==> src/include/uplink_pkg.sv <==
//------------------------------------------------------------------------------
// Purpose : Shared constants and carriers for the uplink media interface
// Assumes : 40 MHz core clock; link clocks sampled, not used as clocks
// Notes   : Register map holds the single clock-delay/mode register
//------------------------------------------------------------------------------
package uplink_pkg;

  //----------------------------------------------------------------------------
  // Register map
  //----------------------------------------------------------------------------
  localparam logic [7:0] REG_DELAY_ADDR  = 8'h56;
  localparam logic [7:0] REG_DELAY_RESET = 8'h4B;
  localparam int         BIT_MODE_LO     = 0;
  localparam int         BIT_MODE_HI     = 1;
  localparam int         BIT_ROLE_RO     = 2;
  localparam int         BIT_EGRESS_DLY  = 3;
  localparam int         BIT_INGRESS_DLY = 4;
  localparam int         BIT_HALF_DUPLEX = 5;
  localparam int         BIT_SPEED_GIG   = 6;

  //----------------------------------------------------------------------------
  // Timing
  //----------------------------------------------------------------------------
  localparam int         CLK_PERIOD_NS    = 25;
  localparam int         LINK_HALF_NS     = 100;
  localparam int         LINK_HALF_CYC_I  = (LINK_HALF_NS + CLK_PERIOD_NS - 1) / CLK_PERIOD_NS;
  localparam logic [2:0] LINK_HALF_CYCLES = 3'(LINK_HALF_CYC_I);
  localparam logic [1:0] STRAP_SETTLE     = 2'h2;
  localparam int         EG_DEPTH         = 2;

  //----------------------------------------------------------------------------
  // Types
  //----------------------------------------------------------------------------
  typedef enum logic [1:0] {
    MODE_MII   = 2'b00,
    MODE_RMII  = 2'b01,
    MODE_GMII  = 2'b10,
    MODE_RGMII = 2'b11
  } media_mode_t;

  typedef enum logic [1:0] {
    EG_IDLE = 2'b00,
    EG_HIGH = 2'b01
  } eg_state_t;

  typedef struct packed {
    logic       err;
    logic [7:0] data;
  } link_word_t;

  typedef struct packed {
    logic       strap;
    logic       gtx;
    logic       txc;
    logic       rxc;
    logic       en;
    logic       er;
    logic       col;
    logic       crs;
    logic [7:0] data;
  } pin_sample_t;

endpackage

==> src/design/uplink_port_media_interface.sv <==
//------------------------------------------------------------------------------
// Purpose : Uplink port media interface (MII, GMII, RGMII), PHY-side or MAC-side
// Assumes : Link clocks are slow enough to be sampled by the 40 MHz core clock
// Notes   : Delay bits shift the RGMII ingress sampling edge or the forwarded rx clock pin by one core cycle
//------------------------------------------------------------------------------
`timescale 1ns/1ps
module uplink_port_media_interface (
  // Clock and reset
  input  wire logic                  i_clk,
  input  wire logic                  i_reset_n,
  // Register port
  input  wire logic                  i_reg_write,
  input  wire logic [7:0]            i_reg_addr,
  input  wire logic [7:0]            i_reg_wdata,
  output logic [7:0]                 o_reg_rdata,
  // Strap, high selects the PHY-side role
  input  wire logic                  i_role_select_strap,
  // Inbound pins; enable doubles as reduced tx control in RGMII
  input  wire logic                  i_uplink_tx_enable_pin,
  input  wire logic                  i_uplink_tx_error_pin,
  input  wire logic [7:0]            i_uplink_tx_data_pins,
  input  wire logic                  i_uplink_gig_tx_clock_pin,
  // Two-way pins
  input  wire logic                  i_uplink_mii_tx_clock_pin,
  output logic                       o_uplink_mii_tx_clock_pin,
  output logic                       o_uplink_mii_tx_clock_pin_oe,
  input  wire logic                  i_uplink_mii_rx_clock_pin,
  output logic                       o_uplink_mii_rx_clock_pin,
  output logic                       o_uplink_mii_rx_clock_pin_oe,
  input  wire logic                  i_uplink_collision_pin,
  output logic                       o_uplink_collision_pin,
  output logic                       o_uplink_collision_pin_oe,
  input  wire logic                  i_uplink_carrier_pin,
  output logic                       o_uplink_carrier_pin,
  output logic                       o_uplink_carrier_pin_oe,
  // Outbound pins; valid doubles as reduced rx control in RGMII
  output logic                       o_uplink_rx_valid_pin,
  output logic                       o_uplink_rx_error_pin,
  output logic [7:0]                 o_uplink_rx_data_pins,
  output logic                       o_uplink_gig_rx_clock_pin,
  // Switch side
  output logic                       o_ing_valid,
  output uplink_pkg::link_word_t     o_ing_word,
  input  wire logic                  i_eg_valid,
  input  wire uplink_pkg::link_word_t i_eg_word,
  output logic                       o_eg_ready,
  // Partner status in MAC-side roles
  output logic                       o_partner_collision,
  output logic                       o_partner_carrier
);
  import uplink_pkg::*;

  typedef struct packed {
    logic [7:0]  cfg;
    pin_sample_t s1;
    pin_sample_t s2;
    logic [1:0]  strap_wait;
    logic        strap_done;
    logic        role_phy;
    logic        ing_prev;
    logic        eg_prev;
    logic        pend_rise;
    logic        pend_fall;
    logic        nib_have;
    logic        nib_err;
    logic [3:0]  nib_low;
    logic        ing_valid;
    link_word_t  ing_word;
    logic [2:0]  div_cnt;
    logic        own_clk;
    logic        grx;
    eg_state_t   eg_state;
    link_word_t  eg_word;
    logic [7:0]  rxd;
    logic        rxv;
    logic        rxe;
    logic        col;
    logic        crs;
    logic [7:0]  rdata;
  } state_t;

  state_t      st;
  state_t      next_st;
  media_mode_t mode;
  logic        is_mii;
  logic        is_gmii;
  logic        is_rgmii;
  logic        gig;
  logic        half;
  logic        ing_clk;
  logic        ing_rise;
  logic        ing_fall;
  logic        take_rise;
  logic        take_fall;
  logic        eg_clk;
  logic        eg_rise;
  logic        eg_fall;
  logic        eg_pop;
  logic        fifo_v;
  link_word_t  fifo_word;
  logic [7:0]  cfg_view;

  //----------------------------------------------------------------------------
  // Mode decode and edge detection
  //----------------------------------------------------------------------------
  assign mode     = media_mode_t'(st.cfg[BIT_MODE_HI:BIT_MODE_LO]);
  assign is_mii   = (mode == MODE_MII);
  assign is_gmii  = (mode == MODE_GMII);
  assign is_rgmii = (mode == MODE_RGMII);
  assign gig      = st.cfg[BIT_SPEED_GIG];
  assign half     = st.cfg[BIT_HALF_DUPLEX];
  // Ingress data is always timed by the clock of the tx-named pins
  assign ing_clk  = is_mii ? (st.role_phy ? st.own_clk : st.s2.txc) : st.s2.gtx;
  assign ing_rise = ing_clk & ~st.ing_prev;
  assign ing_fall = ~ing_clk & st.ing_prev;
  assign take_rise = (is_rgmii && st.cfg[BIT_INGRESS_DLY]) ? st.pend_rise : ing_rise;
  assign take_fall = (is_rgmii && st.cfg[BIT_INGRESS_DLY]) ? st.pend_fall : ing_fall;
  assign eg_clk   = (is_mii && !st.role_phy) ? st.s2.rxc : st.own_clk;
  assign eg_rise  = eg_clk & ~st.eg_prev;
  assign eg_fall  = ~eg_clk & st.eg_prev;
  assign eg_pop   = eg_fall & fifo_v & (is_gmii | ((is_mii | is_rgmii) & (st.eg_state == EG_IDLE)));
  assign cfg_view = {st.cfg[7:BIT_ROLE_RO+1], st.role_phy, st.cfg[BIT_ROLE_RO-1:0]};

  //----------------------------------------------------------------------------
  // Egress buffer
  //----------------------------------------------------------------------------
  link_buffer #(
    .WIDTH ($bits(link_word_t)),
    .DEPTH (EG_DEPTH)
  ) u_eg_buffer (
    .i_clk       (i_clk),
    .i_reset_n   (i_reset_n),
    .i_in_valid  (i_eg_valid),
    .o_in_ready  (o_eg_ready),
    .i_in_data   (i_eg_word),
    .o_out_valid (fifo_v),
    .i_out_ready (eg_pop),
    .o_out_data  (fifo_word)
  );

  //----------------------------------------------------------------------------
  // Next state
  //----------------------------------------------------------------------------
  always_comb begin
    next_st = st;
    next_st.s1 = '{strap: i_role_select_strap, gtx: i_uplink_gig_tx_clock_pin,
                   txc: i_uplink_mii_tx_clock_pin, rxc: i_uplink_mii_rx_clock_pin,
                   en: i_uplink_tx_enable_pin, er: i_uplink_tx_error_pin,
                   col: i_uplink_collision_pin, crs: i_uplink_carrier_pin,
                   data: i_uplink_tx_data_pins};
    next_st.s2 = st.s1;
    // Role stays MAC-side (nothing driven) until the strap has settled
    if (!st.strap_done) begin
      if (st.strap_wait == STRAP_SETTLE) begin
        next_st.role_phy   = st.s2.strap;
        next_st.strap_done = 1'b1;
      end else begin
        next_st.strap_wait = st.strap_wait + 2'h1;
      end
    end
    if (i_reg_write && i_reg_addr == REG_DELAY_ADDR) begin
      next_st.cfg              = i_reg_wdata;
      next_st.cfg[BIT_ROLE_RO] = 1'b0;
    end
    next_st.rdata = (i_reg_addr == REG_DELAY_ADDR) ? cfg_view : 8'h00;
    // Own link clock, also the egress launch clock except in MII MAC-side roles, which launch on the partner rx clock
    if (st.div_cnt == LINK_HALF_CYCLES - 3'h1) begin
      next_st.div_cnt = 3'h0;
      next_st.own_clk = ~st.own_clk;
    end else begin
      next_st.div_cnt = st.div_cnt + 3'h1;
    end
    next_st.grx       = st.cfg[BIT_EGRESS_DLY] ? st.own_clk : next_st.own_clk;
    next_st.ing_prev  = ing_clk;
    next_st.eg_prev   = eg_clk;
    next_st.pend_rise = ing_rise;
    next_st.pend_fall = ing_fall;
    // Ingress capture
    next_st.ing_valid = 1'b0;
    case (mode)
      MODE_MII: begin
        if (take_rise) begin
          if (!st.s2.en) begin
            next_st.nib_have = 1'b0;
          end else if (!st.nib_have) begin
            next_st.nib_low  = st.s2.data[3:0];
            next_st.nib_err  = st.s2.er;
            next_st.nib_have = 1'b1;
          end else begin
            next_st.ing_word  = '{err: st.nib_err | st.s2.er,
                                  data: {st.s2.data[3:0], st.nib_low}};
            next_st.ing_valid = 1'b1;
            next_st.nib_have  = 1'b0;
          end
        end
      end
      MODE_GMII: begin
        if (take_rise && st.s2.en) begin
          next_st.ing_word  = '{err: st.s2.er, data: st.s2.data};
          next_st.ing_valid = 1'b1;
        end
      end
      MODE_RGMII: begin
        if (take_rise) begin
          next_st.nib_have = st.s2.en;
          next_st.nib_low  = st.s2.data[3:0];
        end else if (take_fall && st.nib_have) begin
          // Falling-edge control is enable xor error
          next_st.ing_word  = '{err: ~st.s2.en, data: {st.s2.data[3:0], st.nib_low}};
          next_st.ing_valid = 1'b1;
          next_st.nib_have  = 1'b0;
        end
      end
      default: begin
        next_st.nib_have = 1'b0;
      end
    endcase
    // Egress launch on the falling edge so the partner samples on the rising one; RGMII launches its high nibble on the rising edge
    case (mode)
      MODE_GMII: begin
        if (eg_fall) begin
          next_st.rxv = fifo_v;
          next_st.rxe = fifo_v & fifo_word.err;
          next_st.rxd = fifo_v ? fifo_word.data : 8'h00;
        end
      end
      MODE_MII: begin
        if (eg_fall) begin
          if (st.eg_state == EG_HIGH) begin
            next_st.rxd      = {4'h0, st.eg_word.data[7:4]};
            next_st.eg_state = EG_IDLE;
          end else if (fifo_v) begin
            next_st.eg_word  = fifo_word;
            next_st.rxd      = {4'h0, fifo_word.data[3:0]};
            next_st.rxv      = 1'b1;
            next_st.rxe      = fifo_word.err;
            next_st.eg_state = EG_HIGH;
          end else begin
            next_st.rxd = 8'h00;
            next_st.rxv = 1'b0;
            next_st.rxe = 1'b0;
          end
        end
      end
      MODE_RGMII: begin
        next_st.rxe = 1'b0;
        if (eg_fall) begin
          next_st.rxv = fifo_v;
          next_st.rxd = fifo_v ? {4'h0, fifo_word.data[3:0]} : 8'h00;
          if (fifo_v) begin
            next_st.eg_word  = fifo_word;
            next_st.eg_state = EG_HIGH;
          end
        end else if (eg_rise && st.eg_state == EG_HIGH) begin
          next_st.rxd      = {4'h0, st.eg_word.data[7:4]};
          next_st.rxv      = ~st.eg_word.err;
          next_st.eg_state = EG_IDLE;
        end
      end
      default: begin
        next_st.rxd      = 8'h00;
        next_st.rxv      = 1'b0;
        next_st.rxe      = 1'b0;
        next_st.eg_state = EG_IDLE;
      end
    endcase
    // Media status driven only in PHY-side roles; RGMII carries none
    next_st.crs = st.role_phy & (is_mii | is_gmii) & (st.s2.en | st.rxv);
    next_st.col = st.role_phy & half & (is_mii | (is_gmii & ~gig)) & st.s2.en & st.rxv;
  end

  always_ff @(posedge i_clk or negedge i_reset_n) begin
    if (!i_reset_n) begin
      st     <= '0;
      st.cfg <= REG_DELAY_RESET;
    end else begin
      st <= next_st;
    end
  end

  //----------------------------------------------------------------------------
  // Outputs
  //----------------------------------------------------------------------------
  assign o_reg_rdata                  = st.rdata;
  assign o_uplink_mii_tx_clock_pin    = st.own_clk;
  assign o_uplink_mii_tx_clock_pin_oe = st.role_phy & is_mii;
  assign o_uplink_mii_rx_clock_pin    = st.own_clk;
  assign o_uplink_mii_rx_clock_pin_oe = st.role_phy & is_mii;
  assign o_uplink_collision_pin       = st.col;
  assign o_uplink_collision_pin_oe    = st.role_phy & (is_mii | is_gmii);
  assign o_uplink_carrier_pin         = st.crs;
  assign o_uplink_carrier_pin_oe      = st.role_phy & (is_mii | is_gmii);
  assign o_uplink_rx_valid_pin        = st.rxv;
  assign o_uplink_rx_error_pin        = st.rxe;
  assign o_uplink_rx_data_pins        = st.rxd;
  assign o_uplink_gig_rx_clock_pin    = st.grx & (is_gmii | is_rgmii);
  assign o_ing_valid                  = st.ing_valid;
  assign o_ing_word                   = st.ing_word;
  assign o_partner_collision          = st.s2.col & ~st.role_phy;
  assign o_partner_carrier            = st.s2.crs & ~st.role_phy;
endmodule

==> src/design/link_buffer.sv <==
//------------------------------------------------------------------------------
// Purpose : Small valid/ready buffer in the egress data path
// Assumes : Same clock on both sides
// Notes   : Full and empty are exact; ready drops when full
//------------------------------------------------------------------------------
`timescale 1ns/1ps
module link_buffer #(
  parameter int WIDTH = 9,
  parameter int DEPTH = 2
) (
  // Clock and reset
  input  wire logic             i_clk,
  input  wire logic             i_reset_n,
  // Fill side
  input  wire logic             i_in_valid,
  output logic                  o_in_ready,
  input  wire logic [WIDTH-1:0] i_in_data,
  // Drain side
  output logic                  o_out_valid,
  input  wire logic             i_out_ready,
  output logic [WIDTH-1:0]      o_out_data
);
  localparam int PW = (DEPTH > 1) ? $clog2(DEPTH) : 1;
  localparam int CW = $clog2(DEPTH + 1);
  localparam logic [PW-1:0] LAST = PW'(DEPTH - 1);
  localparam logic [CW-1:0] FULL = CW'(DEPTH);

  typedef struct packed {
    logic [DEPTH-1:0][WIDTH-1:0] mem;
    logic [PW-1:0]               wp;
    logic [PW-1:0]               rp;
    logic [CW-1:0]               cnt;
  } buf_t;

  buf_t st;
  buf_t next_st;
  logic push;
  logic pop;

  assign o_in_ready  = (st.cnt != FULL);
  assign o_out_valid = (st.cnt != '0);
  assign o_out_data  = st.mem[st.rp];
  assign push        = i_in_valid & o_in_ready;
  assign pop         = o_out_valid & i_out_ready;

  always_comb begin
    next_st = st;
    if (push) begin
      next_st.mem[st.wp] = i_in_data;
      next_st.wp         = (st.wp == LAST) ? '0 : st.wp + PW'(1);
    end
    if (pop) begin
      next_st.rp = (st.rp == LAST) ? '0 : st.rp + PW'(1);
    end
    if (push && !pop) begin
      next_st.cnt = st.cnt + CW'(1);
    end else if (pop && !push) begin
      next_st.cnt = st.cnt - CW'(1);
    end
  end

  always_ff @(posedge i_clk or negedge i_reset_n) begin
    if (!i_reset_n) begin
      st <= '0;
    end else begin
      st <= next_st;
    end
  end
endmodule

==> config.mk <==
export PLATFORM = sky130hd
export DESIGN_NAME = uplink_port_media_interface
export DESIGN_NICKNAME = d
export VERILOG_FILES = /design/src/include/uplink_pkg.sv /design/src/design/uplink_port_media_interface.sv /design/src/design/link_buffer.sv
export SDC_FILE = /design/constraint.sdc
export NUM_CORES = 1
export LEC_CHECK = 0
export CAP_MARGIN = 20
export CELL_PAD_IN_SITES_DETAIL_PLACEMENT = 1
export CELL_PAD_IN_SITES_GLOBAL_PLACEMENT = 2
export CORE_MARGIN = 8
export CORE_UTILIZATION = 42
export CTS_CLUSTER_DIAMETER = 40
export DETAILED_ROUTE_END_ITERATION = 16
export DONT_BUFFER_PORTS = 1
export MAX_ROUTING_LAYER = met4
export PLACE_DENSITY_LB_ADDON = 0.12
export SLEW_MARGIN = 20
export SYNTH_ARGS = -nofsm -noshare
export SYNTH_HDL_FRONTEND = slang
export SYNTH_SLANG_ARGS = --single-unit
==> constraint.sdc <==
create_clock -name i_clk -period 3.15 [get_ports i_clk]
set_clock_uncertainty 0.15 [all_clocks]
set_input_delay 0.4725 -clock i_clk [delete_from_list [all_inputs] [get_ports i_clk]]
set_output_delay 0.4725 -clock i_clk [all_outputs]
set_load 0.01 [all_outputs]
==> results of run 1 <==
[where the power goes]
part           switching (W)  leakage [nW]  internal [W]
Combinational       0.000381         0.802      0.000431
Clock               0.000696         0.290       0.00125
Sequential          0.000230          1.44       0.00179
Total                0.00131          2.53       0.00347
[layout by cell type (no fill, tap or decap), types with 6 or more instances in the layout]
cell	Yosys	final
dfrtp_1	113	113
mux2_2	47	47
nand2_1	20	20
clkbuf_16	0	17
dlygate4sd3_1	0	16
nor2_1	15	15
a21oi_1	15	15
inv_1	13	13
nor2b_1	10	10
buf_4	28	10
o21ai_0	9	9
nor3_1	10	9
and2_1	8	8
a22o_1	8	8
ha_1	8	7
xnor2_1	6	6
a22oi_1	6	6
o31ai_1	6	6
[registers in the layout, summed over array words and instances (netlist names)]
name and flops:
o_uplink_rx_data_pins 8, u_eg_buffer.st 22, o_reg_rdata 8, st 40
o_uplink_collision_pin 1, next_st 16, o_uplink_rx_error_pin 1, o_ing_word 9
o_ing_valid 1, o_uplink_mii_rx_clock_pin 1, o_uplink_carrier_pin 1, cfg_view 8
o_uplink_rx_valid_pin 1
[through the flow]
step | setup WS [ns] | cell area (sq um)
2_1_floorplan | 0.298 | 4920
3_3_place_gp | 0.136 | 4910
3_5_place_dp | 0.0164 | 4910
4_1_cts | 0.0715 | 5680
5_1_grt | 0.0443 | 5710
6_report | 0.161 | 5710
[area by class of cell]
| class | count | area (sq um) | area share |
|---|---|---|---|
| inverters | 13 | 48.8 | 0.00855 |
| flip-flops and latches | 117 | 2930 | 0.514 |
| multi-input cells | 220 | 1700 | 0.299 |
| repair buffers | 26 | 235 | 0.0412 |
| clock buffers | 17 | 425 | 0.0746 |
| well taps | 143 | 179 | 0.0314 |
| clock inverters | 15 | 180 | 0.0316 |
[worst max-delay path: cells and delay by family (launching register included)]
family / cells / cell delay, ns
DFF: 1 / 0.58
AOI/OAI and AO/OA: 4 / 0.74
adders and majority gates: 1 / 0.22
buffers and inverters: 2 / 0.31
and+or+nand+nor: 1 / 0.53
muxes: 1 / 0.34
[metal layers]
layer | vias to the layer above | track usage | share of wire
li1 | 1354 | - | -
met5 | - | - | 0
met1 | 1496 | 0.156 | 0.42
met4 | 0 | 0.0617 | 0.016
met3 | 18 | 0.0651 | 0.068
met2 | 67 | 0.224 | 0.49
[kinds of logic (layout without fill, tap and decap cells)]
family / Yosys count / after routing
multiplexers: 53 / 53
buffers and inverters: 50 / 71
AND/OR/NAND/NOR: 85 / 85
XOR/XNOR: 8 / 8
AO/OA/AOI/OAI: 66 / 66
adder cells (fa/ha/maj): 8 / 8
flip-flops: 117 / 117
[final timing paths]
kind,from,endpoint,depth (start not counted)
max,cfg_view[0]$_DFFE_PN1P_,o_ing_word[0]$_DFFE_PN0P_,9
max reg2reg,cfg_view[0]$_DFFE_PN1P_,o_ing_word[0]$_DFFE_PN0P_,9
min,i_reset_n,o_reg_rdata[3]$_DFF_PN0_,0
min reg2reg,next_st[73]$_DFF_PN0_,st[73]$_DFF_PN0_,0
min in group i_clk,i_eg_word[8],u_eg_buffer.st[12]$_DFFE_PN0P_,1
max in group asynchronous,i_reset_n,cfg_view[0]$_DFFE_PN1P_,0
[timing repair]
action / CTS / global route
gates resized for setup: 1 / 2
setup buffers: 0 / 2
pin swaps: 0 / 1
hold endpoints to repair: 133 / 117
endpoints found under the setup margin: 1 / 8
==> out/summary.txt, run 1 <==
Fmax: 0.335 GHz
PwrDens: 836 nW/um^2
Failing checks: hold timing
First-pass GRT wire length: 17.1 mm
GRT Total Usage: 0.144
Hold Path Class: primary input to asynchronous set/reset pin
Fraction of registers with async set/reset: 1.00
Top post-synthesis cells by area: dfrtp_1 57%, mux2_2 11%, buf_4 4.3%, dfstp_2 2.1%, ha_1 2.0%
Drt wl/cell: 18.3 microns
Largest net degree at the start of global routing: 118
Starting DRT DRC Count: 100
Main combinational cell family by area after synthesis: multiplexers
Most frequent cells after synthesis: 113 x dfrtp_1, 47 x mux2_2, 28 x buf_4
Skew-Pair Late Insertion Delay: 0.41 ns
CTS tree: done
Core Region: 11,400 sq um
Rel. slew slack: 0.566
Std cell rows: 39
Final Util: 0.500
Status: complete, but fails checks
Synth Area in Compound Gates: 0.0971
Share of cells above drive strength 1: 0.257
Avg Cell Area, Syn: 12.7 sq um
Grt ovf: 0
Cts bufs inserted: 17
Residual DRC count: 0
Clock root buffer master: clkbuf_16
Slew @ Worst Pin: 0.647 ns
Crit start category: register
Fin Setup TNS: 0 ns
Worst-case vdd ir drop: 0.446 mV
Slowest-stage cell, CP: dfstp_2
Initial core utilization: 0.431
Mux cell area share after synthesis: 0.121
Detail Route Antenna Nets: 0
Crit-path max FO: 6
Top-area cell type share of the netlist area: 0.574
Clock edge transition at the registers on the reported setup and hold paths: 0.06 ns
DIE AREA: 15,400 sq um
Worst EP arrival: 3.13 ns
Vias: 2,935
Final Setup Violations: 0
Synth Area in XOR/XNOR: 0.0142
Number of buffers added on ports: 0
Total Routed Length: 10.1 mm
Final worst-path cycle share: 0.949
CP peak stage delay: 0.58 ns
Tot Pwr: 0.00477 W
Synth Area in Adders: 0.0203
HPWL after detailed placement: 6.94 mm
Die W: 124 microns
Final Hold Viols: 117
Ys Warns: 0
Post-Synth Simple-Gate Area: 0.0910
Antenna violations before repair: 0
Final number of max-transition violations: 0
Post-CTS Hold Fix Bufs: 16
Kind of critical path: register to register
CTS H-Tree Depth: 4
Post-synth EDFFs: 0
Hold WS: -0.396 ns
Sequential share of the synthesized area: 0.596
Vias in the first global route: 3,245
Antenna cells: 0
Minimum clock period: 2.99 ns
Cell taking the most area after synthesis: dfrtp_1
Netlist Area Pre-Place: 4920 sq um
Reg-to-reg slack, setup: 0.16 ns
First-pass DRT Iterations: 5
Clock buffer depth: 2
Gate Count Post-Synth: 387
Syn_nets: 440
Num ports: 85
Register bit count reported by yosys: 117
Worst-path cell chain: inv_1 > ha_2 > or4b_1 > o211ai_2 > a21oi_2 > a2111o_1 > o41ai_4 > buf_4 > mux2_2
Finished Layout Cells: 551
Vias per cell: 5.33
Routability congestion estimate: 0.785
Unrepaired setup endpoints after global routing: false
Area added between synthesis and finish: 15.9%
Die Ht: 124 microns
Setup crit end kind: register
Distinct cells, synth: 47
Fin nets: 448
Data required time of the worst path: 3.29 ns
TritonCTS Sinks: 117
Max-cap violations: 0
Inst Count DP: 501
LEAKAGE: 2.53 nW
Main flop type after synthesis: dfrtp_1
Number of fill cells in the layout: 1,168
Most frequent cell after synthesis: dfrtp_1
(Power assumes the default switching activity.)
==> inputs of run 2 (changes only) <==
==> constraint.sdc (replaced) <==
create_clock -name i_clk -period 3.15 [get_ports i_clk]
set_clock_uncertainty 0.15 [all_clocks]
set_input_delay 0.315 -clock i_clk [delete_from_list [all_inputs] [get_ports i_clk]]
set_output_delay 0.315 -clock i_clk [all_outputs]
set_load 0.01 [all_outputs]
==> run 2 against run 1 <==
The flow still finishes with violations (hold timing). Utilization up 2.5 points. Combinational power up 2.8%. Clock power up 12%. Sequential share of layout area down 2.4 points. Critical endpoint is now o_ing_word[5]$_DFFE_PN0P_.
==> out/summary.txt, run 2 (same netlist as run 1, synthesis figures left out) <==
Rel. slew slack: 0.606
Slowest-stage cell, CP: dfstp_2
Unrepaired setup endpoints after global routing: false
Detail Route Antenna Nets: 0
Crit-path max FO: 9
Status: complete, but fails checks
Final Setup Violations: 0
Drt wl/cell: 18.5 microns
Clock edge transition at the registers on the reported setup and hold paths: 0.05 ns
Data required time of the worst path: 3.29 ns
Std cell rows: 39
GRT Total Usage: 0.152
Num ports: 85
Final Hold Viols: 117
Core Region: 11,400 sq um
Largest register FFs: 40
Kind of critical path: register to register
Grt ovf: 0
Largest net degree at the start of global routing: 118
Share of cells above drive strength 1: 0.241
Hold Path Class: primary input to asynchronous set/reset pin
Minimum clock period: 3.01 ns
Vias: 2,972
DIE AREA: 15,400 sq um
Leading cell type in the layout, fill and taps excluded: dfrtp_1
TritonCTS Sinks: 117
Routability congestion estimate: 0.790
CP peak stage delay: 0.58 ns
First-pass DRT Iterations: 4
Fin nets: 468
Area added between synthesis and finish: 21.6%
Die Ht: 124 microns
Largest Register: st
Path depth of the worst reg2reg path: 9
Starting DRT DRC Count: 179
Max-cap violations: 0
Worst EP arrival: 3.15 ns
Antenna cells: 0
Residual DRC count: 0
Pre-CTS setup slack: 0.0916 ns
Total Routed Length: 10.5 mm
Fmax: 0.333 GHz
Final number of max-transition violations: 0
Vias per cell: 5.21
Cts bufs inserted: 17
Final Util: 0.525
PwrDens: 843 nW/um^2
Crit start category: register
Number of buffers added on ports: 0
Worst-case vdd ir drop: 0.823 mV
CTS H-Tree Depth: 4
Fin Setup TNS: 0 ns
CTS tree: done
First-pass GRT wire length: 17.9 mm
Clock buffer depth: 2
Final worst-path cycle share: 0.955
Post-CTS Hold Fix Bufs: 37
Die W: 124 microns
Failing checks: hold timing
HPWL after detailed placement: 6.98 mm
Placed standard-cell area: 4910 sq um
Most frequent cells in the layout: 113 x dfrtp_1, 47 x mux2_2, 37 x dlygate4sd3_1
Worst Setup Slack, final: 0.143 ns
Antenna violations before repair: 0
Initial core utilization: 0.431
Reg-to-reg endpoint: o_ing_word[5]$_DFFE_PN0P_
LEAKAGE: 2.67 nW
Clock root buffer master: clkbuf_16
Skew-Pair Late Insertion Delay: 0.41 ns
Hold WS: -0.547 ns
Worst-path cell chain: inv_1 > ha_1 > or4b_1 > o211ai_2 > a21oi_2 > a2111o_1 > o41ai_4 > buf_6 > mux2_2
Vias in the first global route: 3,311
Slew @ Worst Pin: 0.588 ns
RR Startpoint: cfg_view[0]$_DFFE_PN1P_
Setup crit end kind: register
Design Area, Final: 5990 sq um
Reg-to-reg slack, setup: 0.14 ns
==> run 2: cell types whose count changed in the layout (fill, tap and decap cells not counted), sizes merged <==
cell	previous run	this run
bufinv	3	5
buf	10	9
dlygate4sd3	16	37
clkinvlp	3	0
clkinv	7	2
inv	15	13
clkbuf	17	24
==> run 2: metal layers <==
layer,GRT usage,share of wire,vias up
met3,0.0698,0.066,9
met1,0.168,0.42,1514
met4,0.0624,0.014,0
met2,0.234,0.50,65
met5,-,0,-
li1,-,-,1384
==> run 2: power by group <==
part / leakage [nW] / total (W) / internal, W / switching (W)
logic: 0.887 / 0.000835 / 0.000446 / 0.000389
clock network: 0.339 / 0.00218 / 0.00155 / 0.000634
registers: 1.44 / 0.00203 / 0.00179 / 0.000241
total: 2.67 / 0.00505 / 0.00378 / 0.00126
==> run 2: area by class of cell <==
cell class | instances | area (sq um)
fill | 1133 | 5430
sequential | 117 | 2930
multi-input combinational | 220 | 1700
clock buffer | 24 | 522
timing repair buffer | 46 | 442
tap | 143 | 179
clock inverter | 7 | 164
inverter | 13 | 48.8
==> run 2: how the worst max path moves through the flow <==
| stage | start | endpoint | slack [ns] | cells after the start |
|---|---|---|---|---|
| 2_1_floorplan | cfg_view[0]$_DFFE_PN1P_ | o_ing_word[0]$_DFFE_PN0P_ | 0.30 | 9 |
| 3_3_place_gp | cfg_view[0]$_DFFE_PN1P_ | o_ing_word[4]$_DFFE_PN0P_ | 0.16 | 7 |
| 3_5_place_dp | cfg_view[0]$_DFFE_PN1P_ | o_ing_word[7]$_DFFE_PN0P_ | 0.09 | 9 |
| 4_1_cts | cfg_view[0]$_DFFE_PN1P_ | o_ing_word[7]$_DFFE_PN0P_ | 0.07 | 9 |
| 5_1_grt | cfg_view[0]$_DFFE_PN1P_ | o_ing_word[5]$_DFFE_PN0P_ | 0.03 | 9 |
| 6_report | cfg_view[0]$_DFFE_PN1P_ | o_ing_word[5]$_DFFE_PN0P_ | 0.14 | 9 |
==> run 2: worst max-delay path: cells and delay by family (launching register included) <==
| kind | cells | cell delay (ns) |
|---|---|---|
| fa+ha+maj | 1 | 0.26 |
| flops | 1 | 0.58 |
| mux | 1 | 0.34 |
| buf+inv | 2 | 0.30 |
| simple gates | 1 | 0.53 |
| compound gates | 4 | 0.74 |
==> run 2: timing repair <==
| action | in CTS | in global routing |
|---|---|---|
| setup endpoints to repair | 0 | 8 |
| gates resized for setup | 0 | 3 |
| hold endpoints to repair | 160 | 117 |
| buffers inserted | 0 | 1 |
==> run 2: through the flow <==
step,cells,total power [W]
CTS,569,0.00513
floorplan,387,0.00267
global route,570,0.00531
detailed placement,501,0.00286
finish,570,0.00505
global placement,501,0.00282
